`src/heat_cool_pkg.sv`:
```
// Purpose: Shared constants for the heat-cool mode selector
// Assumes: 32-bit AXI4-Lite register words, byte addresses
// Notes:   Levels and offset are in tenths of a percent; cooling band percent is whole percent
package heat_cool_pkg;
   // Register byte offsets
   localparam logic [7:0] CTRL_OFS = 8'h00;
   localparam logic [7:0] BAND_OFS = 8'h04;
   localparam logic [7:0] TIME_OFS = 8'h08;
   localparam logic [7:0] TRIM_OFS = 8'h0C;
   localparam logic [7:0] COOL_OFS = 8'h10;
   localparam logic [7:0] SETP_OFS = 8'h14;
   localparam logic [7:0] ALM2_OFS = 8'h18;
   localparam logic [7:0] CYC_OFS  = 8'h1C;
   localparam logic [7:0] STAT_OFS = 8'h20;
   // Control word field positions
   localparam int ACT_BIT = 0;
   localparam int O2F_LSB = 1;
   localparam int O1LIN_BIT = 3;
   localparam int O2LIN_BIT = 4;
   localparam int DEV_BIT = 5;
   localparam int TIMER_BIT = 6;
   localparam int SELF_BIT = 7;
   localparam int AUTO_BIT = 8;
   localparam int MAN_BIT = 9;
   // Reset values
   localparam logic [31:0] CTRL_RST = 32'h0000_0000;
   localparam logic [31:0] BAND_RST = 32'h0000_00C8;
   localparam logic [31:0] TIME_RST = 32'h0028_00B4;
   localparam logic [31:0] TRIM_RST = 32'h0000_0002;
   localparam logic [31:0] COOL_RST = 32'h0000_0064;
   localparam logic [31:0] ZERO_RST = 32'h0000_0000;
   // Limits
   localparam logic [15:0] OFS_MAX = 16'h03E8;
   localparam logic signed [15:0] GAP_MAX = 16'sh0168;
   localparam logic [9:0] FULL = 10'h3E8;
   localparam logic [17:0] PCT_SCALE = 18'h0_0064;
   // Output 2 assignment
   typedef enum logic [1:0] {O2_NONE = 2'b00, O2_COOL = 2'b01, O2_ALARM = 2'b10} o2fn_t;
   // Alarm 2 functions
   localparam logic [3:0] A2_NULL = 4'h0;
   localparam logic [3:0] A2_HIGH = 4'h1;
   // Control modes
   typedef enum logic [1:0] {MODE_ONOFF = 2'b00, MODE_P = 2'b01, MODE_PID = 2'b10} mode_t;
   // Error codes
   localparam logic [1:0] ERR_NONE = 2'h0;
   localparam logic [1:0] ERR_NULL = 2'h1;
   localparam logic [1:0] ERR_COMBO = 2'h2;
endpackage : heat_cool_pkg

```
`src/band_divider.sv`:
```
// Purpose: Sequential restoring divider for the cooling band scale
// Assumes: Divisor never zero
// Notes:   One quotient bit per clock, W clocks per division
`timescale 1ns/1ps
`default_nettype none
module band_divider #(
   parameter int W = 18
) (
   // Clock and reset
   input  wire logic         aclk,
   input  wire logic         aresetn,
   // Request
   input  wire logic         start,
   input  wire logic [W-1:0] dividend,
   input  wire logic [7:0]   divisor,
   // Answer
   output logic             idle,
   output logic             done,
   output logic [W-1:0]     quotient
);
   typedef enum logic {DIV_IDLE = 1'b0, DIV_RUN = 1'b1} div_t;
   div_t        st;      // Divider state
   logic [7:0]  rem;     // Partial remainder
   logic [5:0]  cnt;     // Bits left
   wire  [8:0]  trial = {rem, quotient[W-1]};
   wire         fits  = trial >= {1'b0, divisor};
   wire  [8:0]  diff  = trial - {1'b0, divisor};

   // Refuse widths the counter cannot hold
   if (W < 2 || W > 63) begin : g_chk
      $error("band_divider width out of range");
   end

   //////////////////////////////////////////////////////////////////
   // Shift-subtract loop
   always_ff @(posedge aclk) begin
      if (!aresetn) begin
         st <= DIV_IDLE;
         rem <= 8'h00;
         cnt <= 6'h00;
         quotient <= '0;
         done <= 1'b0;
      end else begin
         done <= 1'b0;
         case (st)
            DIV_IDLE: begin
               if (start) begin
                  quotient <= dividend;
                  rem <= 8'h00;
                  cnt <= 6'(W);
                  st <= DIV_RUN;
               end
            end
            DIV_RUN: begin
               rem <= fits ? diff[7:0] : trial[7:0];
               quotient <= {quotient[W-2:0], fits};
               cnt <= cnt - 6'h01;
               if (cnt == 6'h01) begin
                  st <= DIV_IDLE;
                  done <= 1'b1;
               end
            end
            default: st <= DIV_IDLE;
         endcase
      end
   end

   assign idle = (st == DIV_IDLE);
endmodule : band_divider
`default_nettype wire

```
`src/heat_cool_ctrl.sv`:
```
// Purpose: Control-mode selection and heat/cool output mapping
// Assumes: pid_demand comes from PID logic on aclk, tenths of percent
// Notes:   pv and set points share one engineering unit
`timescale 1ns/1ps
`default_nettype none
//
// Overview of operation
// - Output 1 reverse heats, direct cools inversely
// - Zero primary band gives on-off output 1
// - Hysteresis used only when band is zero
// - On-off ignores integral, output 1 cycle, offset, cooling band settings
// - On-off disables manual, tuning, bumpless transfer
// - Zero integral time: P/PD plus manual offset
// - Manual offset held within 0 to 100.0
// - P-only control disables auto and self tuning
// - Linear output 1 ignores cycle time
// - Seven heat-cool combinations, else error
// - Alarm-assigned output 2 is on-off side
// - Switch point from alarm set or deviation
// - Output 2 cooling means PID both sides
// - Cooling band percent kept within 1 to 255
// - Cooling band frozen while tuning runs
// - Gap signed, held within -36.0 to 36.0
// - Negative gap overlaps heating and cooling
// - Positive gap leaves idle zone near set point
// - Dwell timer runs in single-output modes
// - Null alarm 2 function flagged as error
module heat_cool_ctrl
   import heat_cool_pkg::*;
#(
   parameter int DW = 12     // Width of the PID demand
) (
   // Clock and reset
   input  wire logic               aclk,
   input  wire logic               aresetn,
   // AXI4-Lite write address and data
   input  wire logic [7:0]         awaddr,
   input  wire logic               awvalid,
   output logic                    awready,
   input  wire logic [31:0]        wdata,
   input  wire logic [3:0]         wstrb,
   input  wire logic               wvalid,
   output logic                    wready,
   // AXI4-Lite write response
   output logic [1:0]              bresp,
   output logic                    bvalid,
   input  wire logic               bready,
   // AXI4-Lite read
   input  wire logic [7:0]         araddr,
   input  wire logic               arvalid,
   output logic                    arready,
   output logic [31:0]             rdata,
   output logic [1:0]              rresp,
   output logic                    rvalid,
   input  wire logic               rready,
   // Process inputs
   input  wire logic signed [15:0] pv,
   input  wire logic signed [DW-1:0] pid_demand,
   input  wire logic               tuning_busy,
   // Output drive
   output logic                    output1_action_on,
   output logic [9:0]              output1_action_level,
   output logic [15:0]             output1_action_cycle,
   output logic                    output2_function_on,
   output logic [9:0]              output2_function_level,
   output logic [15:0]             output2_function_cycle,
   // Mode and feature status
   output mode_t                   control_mode,
   output logic [1:0]              err_code,
   output logic [3:0]              feature_en,
   output logic                    dwell_run
);
   // Refuse demand widths the arithmetic cannot hold
   if (DW < 11 || DW > 12) begin : g_chk
      $error("heat_cool_ctrl demand width out of range");
   end

   ////////////////////////////////////////////////////////////////////
   // Helper functions
   // Merge a write through its byte strobes
   function automatic logic [31:0] merge(input logic [31:0] o, input logic [31:0] n, input logic [3:0] s);
      logic [31:0] r;
      r = o;
      for (int i = 0; i < 4; i++) begin
         if (s[i]) r[8*i +: 8] = n[8*i +: 8];
      end
      return r;
   endfunction : merge

   // Limit a signed value to 0 .. full scale
   function automatic logic [9:0] clamp10(input logic signed [17:0] v);
      if (v < 0) return 10'h000;
      if (v > $signed({8'h00, FULL})) return FULL;
      return v[9:0];
   endfunction : clamp10

   // Reset value of each register word
   function automatic logic [31:0] rst_val(input int i);
      case (i)
         0: return CTRL_RST;
         1: return BAND_RST;
         2: return TIME_RST;
         3: return TRIM_RST;
         4: return COOL_RST;
         default: return ZERO_RST;
      endcase
   endfunction : rst_val

   ////////////////////////////////////////////////////////////////////
   // Register storage and fields
   logic [31:0] regs [0:7];                      // Setting words
   logic [7:0]  aw_addr;                         // Latched write address
   logic [31:0] w_data;                          // Latched write data
   logic [3:0]  w_strb;                          // Latched strobes
   logic        aw_got;                          // Address held
   logic        w_got;                           // Data held
   logic        onoff1;                          // On-off output 1 state
   logic [9:0]  cool_q;                          // Latest scaled cooling
   logic        hyst_used;                       // Hysteresis in effect
   logic        offset_used;                     // Manual offset in effect

   wire        direct_action  = regs[0][ACT_BIT];
   wire o2fn_t output2_function = o2fn_t'(regs[0][O2F_LSB +: 2]);
   wire        o1_linear      = regs[0][O1LIN_BIT];
   wire        o2_linear      = regs[0][O2LIN_BIT];
   wire        dev_mode       = regs[0][DEV_BIT];
   wire        dwell_timer_function = regs[0][TIMER_BIT];
   wire        self_req       = regs[0][SELF_BIT];
   wire        auto_req       = regs[0][AUTO_BIT];
   wire        manual_req     = regs[0][MAN_BIT];
   wire [15:0] primary_prop_band = regs[1][15:0];
   wire [15:0] primary_integral_time = regs[2][15:0];
   wire [15:0] output1_hysteresis = regs[3][15:0];
   wire [15:0] manual_reset_offset = regs[3][31:16];
   wire [7:0]  cooling_band_percent = regs[4][7:0];
   wire signed [15:0] heat_cool_gap = regs[4][31:16];
   wire signed [15:0] main_set_point = regs[5][15:0];
   wire signed [15:0] alarm2_set_point = regs[5][31:16];
   wire signed [15:0] alarm2_deviation = regs[6][15:0];
   wire [3:0]  alarm2_function = regs[6][19:16];
   wire [15:0] output1_cycle_time = regs[7][15:0];
   wire [15:0] output2_cycle_time = regs[7][31:16];

   ////////////////////////////////////////////////////////////////////
   // Bus decode
   wire        wr_fire  = aw_got && w_got && !bvalid;
   wire [2:0]  wr_idx   = aw_addr[4:2];
   wire        wr_map   = (aw_addr[7:5] == 3'h0) || (aw_addr == STAT_OFS);
   wire        wr_store = wr_fire && aw_addr[7:5] == 3'h0;
   wire [31:0] wr_word  = merge(regs[wr_idx], w_data, w_strb);
   wire        rd_map   = (araddr[7:5] == 3'h0) || (araddr == STAT_OFS);
   wire [31:0] status   = {16'h0000, 3'h0, offset_used, hyst_used, dwell_run,
                           feature_en, err_code, control_mode, output2_function_on, output1_action_on};
   wire [31:0] rd_word  = (araddr == STAT_OFS) ? status :
                          rd_map ? regs[araddr[4:2]] : 32'h0000_0000;

   // Sanitised fields of a write
   wire [15:0] new_ofs  = (wr_word[31:16] > OFS_MAX) ? OFS_MAX : wr_word[31:16];
   wire signed [15:0] wgap = wr_word[31:16];
   wire [15:0] new_gap  = (wgap > GAP_MAX) ? GAP_MAX :
                          (wgap < -GAP_MAX) ? 16'(-GAP_MAX) : wr_word[31:16];
   wire [7:0]  new_cpb  = (tuning_busy || wr_word[7:0] == 8'h00) ?
                          cooling_band_percent : wr_word[7:0];
   wire [31:0] store    = (wr_idx == 3'h3) ? {new_ofs, wr_word[15:0]} :
                          (wr_idx == 3'h4) ? {new_gap, 8'h00, new_cpb} : wr_word;

   ////////////////////////////////////////////////////////////////////
   // Write channel handling, one write at a time
   always_ff @(posedge aclk) begin
      if (!aresetn) begin
         awready <= 1'b1;
         wready <= 1'b1;
         aw_got <= 1'b0;
         w_got <= 1'b0;
         aw_addr <= 8'h00;
         w_data <= 32'h0000_0000;
         w_strb <= 4'h0;
         bvalid <= 1'b0;
         bresp <= 2'h0;
      end else begin
         if (awvalid && awready) begin
            aw_addr <= awaddr;
            aw_got <= 1'b1;
            awready <= 1'b0;
         end
         if (wvalid && wready) begin
            w_data <= wdata;
            w_strb <= wstrb;
            w_got <= 1'b1;
            wready <= 1'b0;
         end
         if (wr_fire) begin
            // Unmapped answers decode error
            bresp <= wr_map ? 2'h0 : 2'h3;
            bvalid <= 1'b1;
            aw_got <= 1'b0;
            w_got <= 1'b0;
         end
         if (bvalid && bready) begin
            bvalid <= 1'b0;
            awready <= 1'b1;
            wready <= 1'b1;
         end
      end
   end

   // Register words take their sanitised value
   always_ff @(posedge aclk) begin
      if (!aresetn) begin
         for (int i = 0; i < 8; i++) regs[i] <= rst_val(i);
      end else if (wr_store) begin
         regs[wr_idx] <= store;
      end
   end

   // Read channel, answer one cycle after the address
   always_ff @(posedge aclk) begin
      if (!aresetn) begin
         arready <= 1'b1;
         rvalid <= 1'b0;
         rdata <= 32'h0000_0000;
         rresp <= 2'h0;
      end else if (arvalid && arready) begin
         arready <= 1'b0;
         rvalid <= 1'b1;
         rdata <= rd_word;
         rresp <= rd_map ? 2'h0 : 2'h3;
      end else if (rvalid && rready) begin
         rvalid <= 1'b0;
         arready <= 1'b1;
      end
   end

   ////////////////////////////////////////////////////////////////////
   // Mode selection
   wire   band_zero = (primary_prop_band == 16'h0000);
   wire   int_zero  = (primary_integral_time == 16'h0000);
   wire mode_t next_mode = band_zero ? MODE_ONOFF : int_zero ? MODE_P : MODE_PID;
   wire   is_onoff  = (next_mode == MODE_ONOFF);
   wire   is_pid    = (next_mode == MODE_PID);
   // Cooling on output 2 needs PID on both sides
   wire   combo_bad = (output2_function == O2_COOL) && !is_pid;
   wire   null_alm  = (output2_function == O2_ALARM) && alarm2_function == A2_NULL;
   wire [1:0] next_err = null_alm ? ERR_NULL : combo_bad ? ERR_COMBO : ERR_NONE;
   // Manual, auto, self, bumpless
   wire [3:0] next_feat = {!is_onoff, is_pid && self_req, is_pid && auto_req,
                           !is_onoff && manual_req};

   ////////////////////////////////////////////////////////////////////
   // Output 1 arithmetic
   // Direct action inverts the demand
   wire signed [17:0] dem  = direct_action ? -18'(pid_demand) : 18'(pid_demand);
   wire signed [17:0] heat = dem + ((next_mode == MODE_P) ?
                             $signed({2'b00, manual_reset_offset}) : 18'sh0_0000);
   wire signed [16:0] err1 = 17'(main_set_point) - 17'(pv);
   wire signed [16:0] ed1  = direct_action ? -err1 : err1;
   wire signed [16:0] half = $signed({2'b00, output1_hysteresis[15:1]});
   wire next_on1 = (ed1 > half) ? 1'b1 : (ed1 < -half) ? 1'b0 : onoff1;
   wire [9:0] next_lvl1 = is_onoff ? (onoff1 ? FULL : 10'h000) : clamp10(heat);

   ////////////////////////////////////////////////////////////////////
   // Cooling on output 2: gap shifts the cooling start
   wire signed [16:0] cool_need = -17'(pid_demand) - 17'(heat_cool_gap);
   wire [15:0] cool_pos = (cool_need > 0) ? cool_need[15:0] : 16'h0000;
   wire [17:0] dividend = {2'b00, cool_pos} * PCT_SCALE;
   wire        div_idle;
   wire        div_done;
   wire [17:0] div_q;

   band_divider #(.W(18)) u_div (
      .aclk     (aclk),
      .aresetn  (aresetn),
      .start    (div_idle),
      .dividend (dividend),
      .divisor  (cooling_band_percent),
      .idle     (div_idle),
      .done     (div_done),
      .quotient (div_q)
   );

   // Alarm-driven on-off side
   wire signed [16:0] sw_pt = dev_mode ? 17'(main_set_point) + 17'(alarm2_deviation)
                                       : 17'(alarm2_set_point);
   wire alm_hit = (alarm2_function == A2_HIGH) ? (17'(pv) > sw_pt) : (17'(pv) < sw_pt);
   wire [9:0] next_lvl2 = (next_err != ERR_NONE) ? 10'h000 :
                          (output2_function == O2_COOL) ? cool_q :
                          (output2_function == O2_ALARM && alm_hit) ? FULL : 10'h000;

   ////////////////////////////////////////////////////////////////////
   // Control state
   always_ff @(posedge aclk) begin
      if (!aresetn) begin
         onoff1 <= 1'b0;
         cool_q <= 10'h000;
      end else begin
         onoff1 <= next_on1;
         // Quotient is unsigned; a signed clamp would zero large results
         if (div_done) cool_q <= (div_q > 18'(FULL)) ? FULL : div_q[9:0];
      end
   end

   // Registered outputs
   always_ff @(posedge aclk) begin
      if (!aresetn) begin
         output1_action_on <= 1'b0;
         output1_action_level <= 10'h000;
         output1_action_cycle <= 16'h0000;
         output2_function_on <= 1'b0;
         output2_function_level <= 10'h000;
         output2_function_cycle <= 16'h0000;
         control_mode <= MODE_ONOFF;
         err_code <= ERR_NONE;
         feature_en <= 4'h0;
         dwell_run <= 1'b0;
         hyst_used <= 1'b0;
         offset_used <= 1'b0;
      end else begin
         output1_action_on <= next_lvl1 != 10'h000;
         output1_action_level <= next_lvl1;
         output1_action_cycle <= (is_onoff || o1_linear) ? 16'h0000 : output1_cycle_time;
         output2_function_on <= next_lvl2 != 10'h000;
         output2_function_level <= next_lvl2;
         output2_function_cycle <= (output2_function == O2_COOL && !o2_linear) ? output2_cycle_time : 16'h0000;
         control_mode <= next_mode;
         err_code <= next_err;
         feature_en <= next_feat;
         dwell_run <= dwell_timer_function && output2_function == O2_NONE;
         hyst_used <= is_onoff;
         offset_used <= next_mode == MODE_P;
      end
   end
endmodule : heat_cool_ctrl
`default_nettype wire

```
`config.mk`:
```
export PLATFORM = sky130hd
export DESIGN_NAME = heat_cool_ctrl
export DESIGN_NICKNAME = d
export VERILOG_FILES = /design/src/heat_cool_pkg.sv /design/src/band_divider.sv /design/src/heat_cool_ctrl.sv
export SDC_FILE = /design/constraint.sdc
export NUM_CORES = 1
export LEC_CHECK = 0
export ABC_AREA = 1
export BUFFER_PORTS_ARGS = -buffer_cell sky130_fd_sc_hd__buf_2
export CAP_MARGIN = 20
export CORE_MARGIN = 2
export CORE_UTILIZATION = 35
export CTS_BUF_LIST = sky130_fd_sc_hd__clkbuf_16
export DETAILED_ROUTE_END_ITERATION = 6
export PLACE_DENSITY_LB_ADDON = 0.2
export SYNTH_ARGS = -nofsm -noshare
export SYNTH_HDL_FRONTEND = slang
export SYNTH_SLANG_ARGS = --single-unit
```
`constraint.sdc`:
```
create_clock -name aclk -period 7 [get_ports aclk]
set_clock_uncertainty 0.2 [all_clocks]
set_input_delay 0.7 -clock aclk [delete_from_list [all_inputs] [get_ports aclk]]
set_output_delay 0.7 -clock aclk [all_outputs]
set_load 0.005 [all_outputs]
```
==> impl_metrics.toml <==
[status]
status = "finished, final reports clean"

[clock_tree]
ctsHtreeMaxLevel = 2
clk_pin_slew_ns = 0.06
insertion_delay_ns = 0.64
clockBufferDepth = 3
clockRootBuffer = "clkbuf_16"
cts.sinks = 454
cts_tree = "yes"
cts_made_buffers = 54

[layout]
seq_area_sq_um = 11660
area_growth_pct = 13.31
fill_cells = 8362
final_nets = 4147
drive_gt1_share_pct = 9.627
multi_input_area_sq_um = 14260

[setup_path]
cp.required_ns = 7.34
crit_path_start_kind = "flop"
cp-end-kind = "flop"
crit_path_frequent_cell = "nand2_1"
critPathKind = "reg -> reg"
cpMaxStageDelayCell = "fa_1"
rrSetupSlack_ns = 0.74
cpPeakStageDelay_ns = 0.46
crit_arrival_ns = 6.59
crit_fanout = 9
crit_family = "adder cells"
crit_buf_inv = 3

[timing]
finalSetupTns_ns = 0
relSlewSlack_pct = 28.60
tightest_slew_ns = 1.067
setup_viol_count_final = 0
min_period_over_period_pct = 89.36
grt_setup_unrepaired = "no"
max_freq_ghz = 0.1599
maxSlewViolCount = 0
fin_crit_ns = 6.255
finalHoldViolations = 0

[synth]
synth-edff-count = 256
synth_commonest_cells = "nor2_1 (562), nand2_1 (542), inv_1 (484)"
synth.most_common_cell = "nor2_1"
synth_area_leaders = "edfxtp_1 (27%), dfxtp_1 (14%), ha_1 (7.7%), nor2_1 (7.4%), nand2_1 (7.2%)"
synth_top_flop_cell = "edfxtp_1"
yosysSeqAreaShare_pct = 40.95
synthArstFlopShare_pct = 0
syn_area_sq_um = 28450
syn_area_per_cell_sq_um = 7.605
synth_top_area_cell = "edfxtp_1"
yosys_warnings = 0
ys_ff_latch = 454
synth_top_area_share_pct = 27.02
synthCells = 3741
synth_cell_types = 57

[floorplan]
initial_core_util_pct = 35.32
dieArea_sq_um = 83580
die_x_um = 289.1
core_sq_um = 80550
dieHeight_um = 289.1
rows = 104
ios = 192

[place]
dp_hpwl_um = 79500
gp_congestion = 0.9124
io_buffers = 191

[flow_run]
max_cap_violations = 0

[hold_path]
hold_path_class = "in -> reg"

[pwr]
p_total_mw = 7.738
power_density_nw_per_um2 = 240.0
ir_drop_v = 0.0002007
leakage_nw = 14.37

[global_route]
grt_usage_pct = 25.79
grt_max_degree = 99
grt_pass1_wl_um = 160000
grt_pass1_vias = 24490
overflow = 0
grt_antenna_before_repair = 3

[route]
drc = 0
firstDrtPassIters = 5
ant_nets = 0
wirelength_um = 110100
detail_route.iter0.violations = 2716
avgViaCountPerCell = 5.362
wl_per_cell_um = 22.13
num_vias = 26690
-- per-stage QoR --
stage / area [sq um] / std cells / util, % / setup slack [ns] / hold slack, ns
after floorplan: 28500 / 3754 / - / 0.9969 / 0.2214
after global placement: 30370 / 4874 / 37.71 / 0.2365 / 0.2452
after detailed placement: 30370 / 4874 / 37.71 / 0.2379 / 0.2527
after CTS: 32230 / 4976 / 40.01 / 0.5992 / 0.07451
after global routing: 32230 / 4977 / 40.02 / 0.04129 / 0.09745
final: 32240 / 4978 / 40.02 / 0.7448 / 0.1047
-- cell type report --
class,count,share of cell area (%)
clock inverter,39,0.8733
timing repair buffer,231,3.912
clock buffer,63,4.891
multi-input combinational,2632,44.23
antenna,2,0.01553
inverter,497,5.795
sequential,454,36.17
tap,1060,4.114
-- power breakdown --
part / switching [mW] / internal (mW) / total, mW
Combinational: 1.20 / 0.527 / 1.72
Sequential: 0.105 / 2.94 / 3.05
Clock: 1.28 / 1.69 / 2.97
Total: 2.58 / 5.16 / 7.74
-- routing by layer --
layer / up-vias / wire length [um] / GRT usage, % / share of wire, %
met5: - / 0 / 0 / 0
met4: 0 / 2884 / 7.101 / 2.6
met3: 152 / 10310 / 4.929 / 9.4
met2: 1159 / 45670 / 37.72 / 41
met1: 12540 / 51280 / 38.46 / 47
li1: 12840 / - / - / -
-- timing repair --
item	CTS	global route
hold buffers	0	0
endpoints found under the setup margin	0	1
gates resized for setup	0	1
setup buffers	0	0
-- worst reg2reg max path: cells and delay by family, from the launching register on --
kind | cells | cell delay (ns)
flops | 1 | 0.43
compound gates | 6 | 1.28
fa+ha+maj | 7 | 2.29
buf+inv | 3 | 0.22
xor+xnor | 2 | 0.44
simple gates | 13 | 1.29
-- state kept, by name, summed over array words and instances, names as in the netlist, 2 cells and up, named ones only --
name	flops
feature_en	4
output1_action_cycle	16
control_mode	2
aw_addr	8
cool_q	10
regs	256
u_div.cnt	6
output1_action_level	10
output2_function_level	10
w_data	32
u_div.quotient	18
output2_function_cycle	16
u_div.rem	8
w_strb	4
err_code	2
rdata	32
-- logic make-up (layout without fill, tap and decap cells) --
group	count (synthesis)	after routing	synth area share, %
DFF	454	454	40.95
adders and majority gates	189	189	8.708
AOI/OAI and AO/OA	909	909	17.59
xor gates and xnor gates	79	79	2.432
buffers and inverters	668	830	9.126
other	1	16	0.01318
and+or+nand+nor	1441	1441	21.18
-- final timing paths --
check,startpoint,cells past startpoint,to
setup / recovery,regs[4][17],31,u_div.quotient[17]
hold / removal,awaddr[6],3,aw_addr[6]
setup reg to reg,regs[4][17],31,u_div.quotient[17]
hold reg to reg,w_got,2,w_got
-- cell usage in the layout, fill, tap and decap left out, drive strengths merged, types with 15 or more instances in the layout --
cell,instances
ha,174
fa,15
xor2,62
o21ai,404
nand3,209
nand2,556
a21oi,340
o211ai,62
clkbuf,63
o22ai,19
nor2,564
inv,505
dfxtp,198
buf,231
clkinv,29
nor3,35
o221ai,27
nand4,48
xnor2,17
edfxtp,256
Note: power is estimated with default switching activity, not from simulation.
